`src/hdl/lpcfc_regs.vh`:
```
// Constants for the loop port credit flow control block
`ifndef LPCFC_REGS_VH
`define LPCFC_REGS_VH
`define LPCFC_CRED_W      8
`define LPCFC_CRED_ZERO   8'h00
`define LPCFC_CRED_ONE    8'h01
`define LPCFC_DATA_W      32
`define LPCFC_FIFO_DEPTH  16
`define LPCFC_FIFO_AW     4
`define LPCFC_CNT_W       5
`define LPCFC_ST_IDLE     3'h0
`define LPCFC_ST_OPEN     3'h1
`define LPCFC_ST_XFER     3'h2
`define LPCFC_ST_HOLD     3'h3
`define LPCFC_ST_CLOSE    3'h4
`define LPCFC_ST_W        3
`define LPCFC_PORT_A      1'b0
`define LPCFC_PORT_B      1'b1
`define LPCFC_MODE_DENY   1'b0
`define LPCFC_MODE_SHARE  1'b1
`endif

```
`src/hdl/lpcfc_fifo.v`:
```
// Frame word FIFO with valid/ready on both sides
`timescale 1ns/100ps
module lpcfc_fifo #(
  parameter WIDTH = 32,
  parameter DEPTH = 16,
  parameter AW    = 4
) (
  // Clock and reset
  input  wire             clk_in,
  input  wire             sys_rst_in,
  // Fill side
  input  wire [WIDTH-1:0] wr_data_in,
  input  wire             wr_valid_in,
  output wire             wr_ready_out,
  // Drain side
  output wire [WIDTH-1:0] rd_data_out,
  output wire             rd_valid_out,
  input  wire             rd_ready_in
);
  reg [WIDTH-1:0] mem [0:DEPTH-1];
  reg [AW-1:0]    wr_ptr_ff;
  reg [AW-1:0]    rd_ptr_ff;
  reg [AW:0]      count_ff;
  wire            do_wr;
  wire            do_rd;

  assign wr_ready_out = (count_ff != DEPTH[AW:0]);
  assign rd_valid_out = (count_ff != {(AW+1){1'b0}});
  assign rd_data_out  = mem[rd_ptr_ff];
  assign do_wr        = wr_valid_in & wr_ready_out;
  assign do_rd        = rd_valid_out & rd_ready_in;

  always @(posedge clk_in) begin
    if (do_wr) begin
      mem[wr_ptr_ff] <= wr_data_in;
    end
  end

  always @(posedge clk_in) begin
    if (sys_rst_in) begin
      wr_ptr_ff <= {AW{1'b0}};
      rd_ptr_ff <= {AW{1'b0}};
      count_ff  <= {(AW+1){1'b0}};
    end else begin
      if (do_wr) begin
        wr_ptr_ff <= wr_ptr_ff + {{(AW-1){1'b0}}, 1'b1};
      end
      if (do_rd) begin
        rd_ptr_ff <= rd_ptr_ff + {{(AW-1){1'b0}}, 1'b1};
      end
      if (do_wr & ~do_rd) begin
        count_ff <= count_ff + {{AW{1'b0}}, 1'b1};
      end else if (do_rd & ~do_wr) begin
        count_ff <= count_ff - {{AW{1'b0}}, 1'b1};
      end
    end
  end
endmodule

```
`src/hdl/lpcfc_top.v`:
```
// Loop port credit and circuit open/close control
`timescale 1ns/100ps
`include "lpcfc_regs.vh"
module lpcfc_top (
  // Clock and reset
  input  wire                     clk_in,
  input  wire                     sys_rst_in,
  // Configuration
  input  wire [`LPCFC_CRED_W-1:0] peer_login_credit_in,
  input  wire [`LPCFC_CRED_W-1:0] own_login_credit_in,
  input  wire                     implicit_credit_in,
  input  wire                     dual_mode_in,
  // Circuit control from local logic
  input  wire                     open_req_in,
  input  wire                     close_req_in,
  input  wire                     fwd_cls_req_in,
  input  wire [`LPCFC_CNT_W-1:0]  rx_free_bufs_in,
  // Link events
  input  wire                     rrdy_rx_in,
  input  wire                     opn_ack_in,
  input  wire                     cls_rx_in,
  input  wire                     peer_open_a_in,
  input  wire                     peer_open_b_in,
  input  wire                     peer_cmd_b_in,
  // Link requests
  output reg                      opn_tx_out,
  output reg                      half_duplex_out,
  output reg                      cls_tx_out,
  output reg                      cls_reply_b_out,
  output reg                      cmd_accept_b_out,
  output reg                      port_a_owner_out,
  output reg                      port_b_owner_out,
  // Frame data in
  input  wire [`LPCFC_DATA_W-1:0] frame_data_in,
  input  wire                     frame_valid_in,
  output wire                     frame_ready_out,
  // Frame data to link
  output reg  [`LPCFC_DATA_W-1:0] tx_data_out,
  output reg                      tx_valid_out,
  input  wire                     tx_ready_in,
  // Status
  output reg  [`LPCFC_CRED_W-1:0] avail_credit_out,
  output reg                      circuit_open_out
);
  reg [`LPCFC_ST_W-1:0]   state_ff;
  reg [`LPCFC_ST_W-1:0]   nxt_state;
  reg [`LPCFC_CRED_W-1:0] credit_ff;
  reg [`LPCFC_CRED_W-1:0] nxt_credit;
  reg [`LPCFC_CRED_W-1:0] discard_ff;
  reg [`LPCFC_CRED_W-1:0] nxt_discard;
  reg                     owner_ff;
  reg                     owner_valid_ff;
  wire [`LPCFC_DATA_W-1:0] q_data;
  wire                    q_valid;
  wire                    q_ready;
  wire                    send_frame;
  wire                    rrdy_counts;
  wire                    cls_ok;
  wire                    a_busy;

  lpcfc_fifo #(
    .WIDTH(`LPCFC_DATA_W),
    .DEPTH(`LPCFC_FIFO_DEPTH),
    .AW   (`LPCFC_FIFO_AW)
  ) u_fifo (
    .clk_in      (clk_in),
    .sys_rst_in  (sys_rst_in),
    .wr_data_in  (frame_data_in),
    .wr_valid_in (frame_valid_in),
    .wr_ready_out(frame_ready_out),
    .rd_data_out (q_data),
    .rd_valid_out(q_valid),
    .rd_ready_in (q_ready)
  );

  // Frame may leave only with positive credit and output slot free
  assign send_frame = (state_ff == `LPCFC_ST_XFER) && q_valid &&
                      (credit_ff != `LPCFC_CRED_ZERO) &&
                      (~tx_valid_out || tx_ready_in);
  assign q_ready    = send_frame;
  // R_RDY counts unless it is one of the discarded ones
  assign rrdy_counts = rrdy_rx_in && (discard_ff == `LPCFC_CRED_ZERO);
  // Own buffers must cover own login credit before CLS
  assign cls_ok = (own_login_credit_in == `LPCFC_CRED_ZERO) ||
                  ({{(`LPCFC_CRED_W-`LPCFC_CNT_W){1'b0}}, rx_free_bufs_in} >=
                   own_login_credit_in);
  assign a_busy = circuit_open_out || peer_open_a_in;

  always @* begin
    nxt_state   = state_ff;
    nxt_credit  = credit_ff;
    nxt_discard = discard_ff;
    case (state_ff)
      `LPCFC_ST_IDLE: begin
        if (open_req_in) begin
          nxt_state = `LPCFC_ST_OPEN;
        end
      end
      `LPCFC_ST_OPEN: begin
        if (opn_ack_in) begin
          nxt_state = `LPCFC_ST_XFER;
          if (implicit_credit_in && peer_login_credit_in != `LPCFC_CRED_ZERO) begin
            nxt_credit  = peer_login_credit_in;
            nxt_discard = peer_login_credit_in;
          end else begin
            nxt_credit  = `LPCFC_CRED_ZERO;
            nxt_discard = `LPCFC_CRED_ZERO;
          end
        end
      end
      `LPCFC_ST_XFER: begin
        if (rrdy_rx_in && discard_ff != `LPCFC_CRED_ZERO) begin
          nxt_discard = discard_ff - `LPCFC_CRED_ONE;
        end
        if (rrdy_counts && !send_frame) begin
          nxt_credit = credit_ff + `LPCFC_CRED_ONE;
        end else if (send_frame && !rrdy_counts) begin
          nxt_credit = credit_ff - `LPCFC_CRED_ONE;
        end
        if (cls_rx_in) begin
          nxt_state = `LPCFC_ST_CLOSE;
        end else if (close_req_in) begin
          nxt_state = `LPCFC_ST_HOLD;
        end
      end
      `LPCFC_ST_HOLD: begin
        // Circuit still open while CLS waits, so R_RDYs keep counting
        if (rrdy_rx_in && discard_ff != `LPCFC_CRED_ZERO) begin
          nxt_discard = discard_ff - `LPCFC_CRED_ONE;
        end
        if (rrdy_counts) begin
          nxt_credit = credit_ff + `LPCFC_CRED_ONE;
        end
        if (cls_rx_in || cls_ok) begin
          nxt_state = `LPCFC_ST_CLOSE;
        end
      end
      `LPCFC_ST_CLOSE: begin
        nxt_state   = `LPCFC_ST_IDLE;
        nxt_credit  = `LPCFC_CRED_ZERO;
        nxt_discard = `LPCFC_CRED_ZERO;
      end
      default: begin
        nxt_state = `LPCFC_ST_IDLE;
      end
    endcase
  end

  always @(posedge clk_in) begin
    if (sys_rst_in) begin
      state_ff         <= `LPCFC_ST_IDLE;
      credit_ff        <= `LPCFC_CRED_ZERO;
      discard_ff       <= `LPCFC_CRED_ZERO;
      opn_tx_out       <= 1'b0;
      half_duplex_out  <= 1'b0;
      cls_tx_out       <= 1'b0;
      avail_credit_out <= `LPCFC_CRED_ZERO;
      circuit_open_out <= 1'b0;
      tx_data_out      <= {`LPCFC_DATA_W{1'b0}};
      tx_valid_out     <= 1'b0;
    end else begin
      state_ff         <= nxt_state;
      credit_ff        <= nxt_credit;
      discard_ff       <= nxt_discard;
      avail_credit_out <= nxt_credit;
      circuit_open_out <= (nxt_state == `LPCFC_ST_XFER) || (nxt_state == `LPCFC_ST_HOLD);
      opn_tx_out       <= (state_ff == `LPCFC_ST_IDLE) && open_req_in;
      if ((state_ff == `LPCFC_ST_IDLE) && open_req_in) begin
        half_duplex_out <= (own_login_credit_in != `LPCFC_CRED_ZERO) ||
                           (peer_login_credit_in != `LPCFC_CRED_ZERO);
      end
      cls_tx_out <= (state_ff == `LPCFC_ST_HOLD) && !cls_rx_in && cls_ok ||
                    (fwd_cls_req_in && cls_ok);
      if (send_frame) begin
        tx_data_out  <= q_data;
        tx_valid_out <= 1'b1;
      end else if (tx_ready_in) begin
        tx_valid_out <= 1'b0;
      end
    end
  end

  // Dual port resource ownership
  always @(posedge clk_in) begin
    if (sys_rst_in) begin
      owner_ff         <= `LPCFC_PORT_A;
      owner_valid_ff   <= 1'b0;
      cls_reply_b_out  <= 1'b0;
      cmd_accept_b_out <= 1'b0;
      port_a_owner_out <= 1'b0;
      port_b_owner_out <= 1'b0;
    end else begin
      if (!owner_valid_ff) begin
        if (a_busy) begin
          owner_ff       <= `LPCFC_PORT_A;
          owner_valid_ff <= 1'b1;
        end else if (peer_open_b_in) begin
          owner_ff       <= `LPCFC_PORT_B;
          owner_valid_ff <= 1'b1;
        end
      end else if ((owner_ff == `LPCFC_PORT_A) ? !a_busy : !peer_open_b_in) begin
        owner_valid_ff <= 1'b0;
      end
      cls_reply_b_out <= (dual_mode_in == `LPCFC_MODE_DENY) && peer_open_b_in &&
                         owner_valid_ff && (owner_ff == `LPCFC_PORT_A);
      cmd_accept_b_out <= peer_cmd_b_in && ((dual_mode_in == `LPCFC_MODE_SHARE) ||
                          !(owner_valid_ff && owner_ff == `LPCFC_PORT_A));
      port_a_owner_out <= owner_valid_ff && (owner_ff == `LPCFC_PORT_A);
      port_b_owner_out <= owner_valid_ff && (owner_ff == `LPCFC_PORT_B);
    end
  end
endmodule

```
`config.mk`:
```
export PLATFORM = sky130hd
export DESIGN_NAME = lpcfc_top
export DESIGN_NICKNAME = d
export VERILOG_FILES = /design/src/hdl/lpcfc_fifo.v /design/src/hdl/lpcfc_top.v
export VERILOG_INCLUDE_DIRS = /design/src /design/src/hdl
export SDC_FILE = /design/constraint.sdc
export NUM_CORES = 1
export LEC_CHECK = 0
export BUFFER_PORTS_ARGS = -buffer_cell sky130_fd_sc_hd__buf_2
export CORE_UTILIZATION = 25
export CTS_CLUSTER_DIAMETER = 30
export DETAILED_ROUTE_END_ITERATION = 8
export GPL_TIMING_DRIVEN = 0
export MAX_ROUTING_LAYER = met4
export PLACE_DENSITY = 0.45
export SYNTH_ARGS = -nofsm -noshare
export SYNTH_HDL_FRONTEND = slang
export SYNTH_SLANG_ARGS = --single-unit
export TNS_END_PERCENT = 5
```
`constraint.sdc`:
```
create_clock -name clk_in -period 5.1 [get_ports clk_in]
set_input_delay 1.02 -clock clk_in [delete_from_list [all_inputs] [get_ports clk_in]]
set_output_delay 1.02 -clock clk_in [all_outputs]
set_load 0.01 [all_outputs]
```
Word-level counts from Yosys, hierarchy flattened. Memories as Yosys holds them, arrays and structs flattened. A register that Yosys moved wholly into a read port is not among the register bits. Index checks and enable logic that the tools add are counted. W data, S select, Z words.

Register bits after elaboration: 43. Memory bits (writable): 512. Input bits: 68. Output and inout bits: 50. Logic and storage cells: 123. Memories: 1.

$add $sub $neg: 7. Order comparisons: 1. Equal/unequal tests: 11. Multiplexer cells: 27. Bitwise logic cells: 10. Reductions and logical operators: 49.

Memories: u_fifo.mem (words 16, bits a word 32, read ports 1, clocked after Yosys merged registers in 1, wr ports 1, RTL line lpcfc_fifo.v:20) `reg [WIDTH-1:0] mem [0:DEPTH-1];`.

Operators by type and width (number): $mux W8 (6); $pmux W8 S4 (1); $reduce_bool A8 Y1 (4); $pmux W8 S3 (1); $logic_and A1 B1 Y1 (18); $logic_not A8 Y1 (2); $sub A8 B1 Y8 const B (2); $mux W3 (5); $eq A3 B2 Y1 const B (4); $pmux W3 S4 (1); $mux W1 (11); $mux W5 (2); $add A4 B1 Y4 const B (2); $add A8 B1 Y8 const B (1); $ge A5 B8 Y1 (1); $logic_or A1 B1 Y1 (8); $logic_not A1 Y1 (6); $not A1 Y1 (6); $reduce_bool A2 Y1 (3); $add A5 B1 Y5 const B (1); $ne A5 B5 Y1 const B (1); $reduce_bool A5 Y1 (1); $sub A5 B1 Y5 const B (1); $and A1 B1 Y1 (4); 12 further kinds (13).

Depth between registers and ports, before layout.
Depth after elaboration: 8. Depth in mapped cells: 17. Gate-level depth less buffers: 14.

Hierarchy. Synthesis repeated with hierarchy kept, for this count alone.

Cell total of the unflattened synthesis: 1275. Area, all modules: 23117.2 um2.

By module, submodules not included: lpcfc_fifo (instances 1, cells an instance 894, area an instance 20040.5 um2, seq. area each 15715.1 um2); lpcfc_top (instances 1, cells an instance 381, area an instance 3076.7 um2, seq. area each 1241.2 um2).

Least setup slack after synthesis. OpenSTA, ideal clock, no wires.

Path type: input to register. From: input port frame_valid_in. To: memory u_fifo.mem[3][0], enable pin. Setup time: 0.461 ns. Arrival: 3.778 ns. Data required time: 4.639 ns. Path slack: 0.861 ns. Stages on the path: 4. Path buffers: 1. Cell sequence: and2_1 clkbuf_1 nand2_1 nor3_1.

Cells in the longest elaborated chain, start to end: 3.

Ends and longest elaborated chain: start: declaration (RTL line lpcfc_top.v:35) `input wire frame_valid_in,`; $and A1 B1 Y1 (RTL line lpcfc_fifo.v:30) `assign do_wr = wr_valid_in & wr_ready_out;`; named net u_fifo.do_wr (RTL line lpcfc_fifo.v:24) `wire do_wr;`; $mux W1 (RTL line lpcfc_fifo.v:34) `if (do_wr) begin`; $mux W1 (implied by the code) (RTL line lpcfc_fifo.v:35) `mem[wr_ptr_ff] <= wr_data_in;`; end: declaration (RTL line lpcfc_fifo.v:20).

The timed path passes the listed nets, and every way through them passes these cells.

Worst setup path in the final report.
From: register credit_ff[0]. To: register u_fifo.count_ff[4].

Cells in the longest elaborated chain, start to end: 7. Elaborated cells between the ends (all ways): 9. Classes of those cells: mux: 1; bitwise: 4; reduce/logical: 4.

Ends and longest elaborated chain: start: declaration (RTL line lpcfc_top.v:47) `` reg [`LPCFC_CRED_W-1:0] credit_ff; ``; start signal: assignment (RTL line lpcfc_top.v:152) `` credit_ff <= `LPCFC_CRED_ZERO; ``; start signal: assignment (RTL line lpcfc_top.v:163) `credit_ff <= nxt_credit;`; $reduce_bool A8 Y1 (no source line) (*); $logic_and A1 B1 Y1 (*) (2 in series) (RTL line lpcfc_top.v:77) `` assign send_frame = (state_ff == `LPCFC_ST_XFER) && q_valid && ``; $and A1 B1 Y1 (*) (RTL line lpcfc_fifo.v:31) `assign do_rd = rd_valid_out & rd_ready_in;`; $not A1 Y1 (RTL line lpcfc_fifo.v:51) `if (do_wr & ~do_rd) begin`; $and A1 B1 Y1 (RTL line lpcfc_fifo.v:51); $mux W5 / $reduce_bool A2 Y1 (equally long branches); end signal: assignment (RTL line lpcfc_fifo.v:43) `count_ff <= {(AW+1){1'b0}};`; end signal: assignment (RTL line lpcfc_fifo.v:52) `count_ff <= count_ff + {{AW{1'b0}}, 1'b1};`; end signal: assignment (RTL line lpcfc_fifo.v:54) `count_ff <= count_ff - {{AW{1'b0}}, 1'b1};`; end: declaration (RTL line lpcfc_fifo.v:23) `reg [AW:0] count_ff;`.

Mark *: on every way between the ends. The rest lies on a longest branch, timed or not. A chain may end at the register's enable or synchronous reset.

==> results by group <==
Status
  • Status: finished clean

Hold path
  • Worst Hold Class: reg -> reg

Clock tree
  • H-tree levels: 3
  • Num Clock Sinks: roughly 590
  • CTS tree: done
  • Post-CTS setup buffer count: 0
  • Post_cts resized: 0
  • Clock Pin Slew Worst Setup and Hold Paths: roughly 40 ps
  • Worst-skew pair later-pin latency: ~670 ps
  • Cts hold-fix bufs: 0
  • Root Buffer: clkbuf_16
  • CTS Buf Count: 115
  • Clock Path Buffers: 3

Worst setup path
  • Startpoint types: flip-flop
  • CP Data Arrival Time: about 4300 ps
  • Crit path max-delay family: buffers and inverters
  • CP max stage delay: 450 ps
  • Slowest library cell on the worst path: dfxtp_1
  • Crit Path Class: reg -> reg
  • CP most frequent cell: ha_1
  • Cell breakdown of the critical path: inv_1, ha_1, a32oi_4, and3_1, buf_6, clkinv_8, buf_2, ha_1, inv_1, ha_1, nor2b_1, o21a_1, or3_1, a21oi_1, xnor2_1, nor2_1
  • Worst Path Buf+Inv: 5
  • Critical path peak fanout: 10
  • Worst setup EP type: flip-flop
  • Worst path required time: 5580 ps

Synthesis
  • Share of the synthesized area in the top cell type: roughly two thirds
  • Sequential share of the synthesized area: around 73%
  • Gate Count Post-Synth: approximately 1200
  • Synthesized area per cell: 19.2 um2
  • Most common cell in the netlist: edfxtp_1
  • Yosys top cell by area: edfxtp_1
  • Synth Register Bits: 587
  • Cell area after synthesis: between 20000 and 25000 um2
  • Yosys warns: 0
  • EDFF count, synth: ~510
  • Synth top cells by count: edfxtp_1, mux4_2, nand2_1
  • Post-synthesis async set-or-reset flop share: 0%
  • Primary FF master, synth: edfxtp_1
  • Synth area leaders: edfxtp_1, mux4_2, dfxtp_1, nand2_1, a21oi_1
  • Syn Nets: 1289
  • Yosys cell types: just over 60

Pwr
  • Max VDD drop: ~0.26 mV
  • LEAKAGE: between 9 and 10 nW
  • PD cells: between 400 and 500 nW/um2

Route
  • Residual DRC count: 0
  • Final ANT Viol Nets: 0
  • Drt wl/cell: approximately 22 um
  • Via count: ~12000
  • Vias/cell: 4.51
  • Detailed Routing Iterations Pass 1: 5
  • Number of DRC markers in iteration 0: 1006
  • Routed WL: 61300 um

Global route
  • First-pass GRT wire length: ~90000 um
  • GRT Total Usage: ~14%
  • Gr ovfl total: 0
  • Largest net degree at the start of global routing: 22
  • Initial antenna violation count: 7
  • Vias in the first global route: between 10000 and 15000

STA
  • Fin. max-slew vios: 0
  • Final setup fails: 0
  • Final period util: approximately three quarters
  • Fmax: ~0.26 GHz
  • Final hold violation count: 0
  • Fin Hold WS: roughly 450 ps
  • Post-route setup slack: ~1300 ps
  • RSZ-0062 raised after global routing: no
  • Setup skew after layout: just under 50 ps
  • Clock period minus worst slack: roughly 3800 ps
  • Pin slew with the least headroom to its limit: 1180 ps
  • Rel. slew slack: between 20 and 25%

Floorplan
  • Die area: ~94000 um2
  • IO Count: between 100 and 150
  • Initial Util: between 20% and 30%
  • Total core area: roughly 92000 um2
  • Cell Rows: between 100 and 150
  • Overall die height: 306 um
  • Die Span X: between 300 and 400 um

Placement
  • Post-DP Area: 25900 um2
  • Placed Cells: around 2500
  • Gp weighted congestion: between 0.7 and 0.8
  • I/O Buffers: around 120
  • DP HPWL: 40100 um
  • Pre-CTS WS: 1180 ps

Finish
  • Share of layout cells above drive strength 1: between 30% and 40%
  • Fin area: about 30000 um2
  • Post-route insts no fill: 2757
  • Layout area overhead: 29.7%
  • Final nets: 1556

Job
  • Max Cap Viol: 0
[layout by cell type (no fill, tap or decap), drive strengths merged, types with 18 or more instances in the layout]
cell | Yosys | routed
o21ai | 19 | 19
clkbuf | 36 | 164
buf | 31 | 181
nand2 | 91 | 91
a21oi | 61 | 61
dfxtp | 75 | 75
inv | 21 | 28
clkinv | 1 | 38
nor2 | 55 | 55
ha | 18 | 18
clkinvlp | 0 | 21
bufinv | 0 | 20
mux4 | 160 | 160
edfxtp | 512 | 512
[state kept, by name, summed over array words and instances (netlist names)]
register,cells
u_fifo.rd_ptr_ff,4
opn_tx_out,1
owner_valid_ff,1
state_ff,3
u_fifo.mem,512
cmd_accept_b_out,1
circuit_open_out,1
u_fifo.count_ff,5
cls_reply_b_out,1
u_fifo.wr_ptr_ff,4
discard_ff,8
half_duplex_out,1
port_b_owner_out,1
port_a_owner_out,1
credit_ff,8
tx_valid_out,1
owner_ff,1
cls_tx_out,1
tx_data_out,32
[per-stage QoR]
| step | setup TNS (ps) | total power, W | utilization (%) |
|---|---|---|---|
| finish | 0 | 0.0143 | 32.7 |
| global route | 0 | 0.0148 | 32.7 |
| CTS | 0 | 0.0145 | 32.7 |
| detailed placement | 0 | 0.00671 | 28.2 |
| global placement | -489080 | 0.00663 | 27.5 |
| floorplan | 0 | 0.00627 | - |
[final cells by class]
type,count,area (um2)
Inverter,22,95.1
Clock buffer,128,2950
Fill cell,8730,61600
Tap cell,1186,1480
Sequential cell,587,16900
Timing Repair Buffer,150,1180
Multi-Input combinational cell,526,5910
Clock inverter,85,1110
Buffer,67,305
Antenna cell,6,15.0
[final timing paths]
path                                start                              end  slack [ps]  cells past startpoint
max             credit_ff[0]$_SDFFE_PP0P_  u_fifo.count_ff[4]$_SDFFE_PP0P_        1280                     16
min          tx_data_out[18]$_SDFFE_PP0P_     tx_data_out[18]$_SDFFE_PP0P_         450                      2
max reg2reg     credit_ff[0]$_SDFFE_PP0P_  u_fifo.count_ff[4]$_SDFFE_PP0P_        1280                     16
min reg2reg  tx_data_out[18]$_SDFFE_PP0P_     tx_data_out[18]$_SDFFE_PP0P_         450                      2
[where the power goes]
group / switching (W) / internal, W
combinational: 0.000633 / 0.000474
clock: 0.00256 / 0.00518
sequential: 0.0000742 / 0.00542
[kinds of logic (layout without fill, tap and decap cells)]
family,after synthesis,count (layout),synth area share [%]
compound gates,120,120,3.48
xor+xnor,16,16,0.607
fa+ha+maj,19,19,1.06
buf+inv,89,452,1.73
flops,587,587,73.1
mux,160,160,15.6
other cells,0,6,0
simple gates,211,211,4.38
[layer usage]
| layer | wire [um] | vias to the layer above | track usage, % |
|---|---|---|---|
| li1 | - | 5452 | - |
| met1 | 27000 | 6515 | 17.4 |
| met2 | 29600 | 371 | 21.4 |
| met3 | 3600 | 98 | 3.39 |
| met4 | 1190 | 0 | 3.89 |
| met5 | 0 | - | - |
[tightest hold or removal path, cell delays in order, from the launching register on]
cell and delay [ps]:
dfxtp_1 300, nand2_1 50, a21oi_1 50
Note: power is estimated with default switching activity, not from simulation.
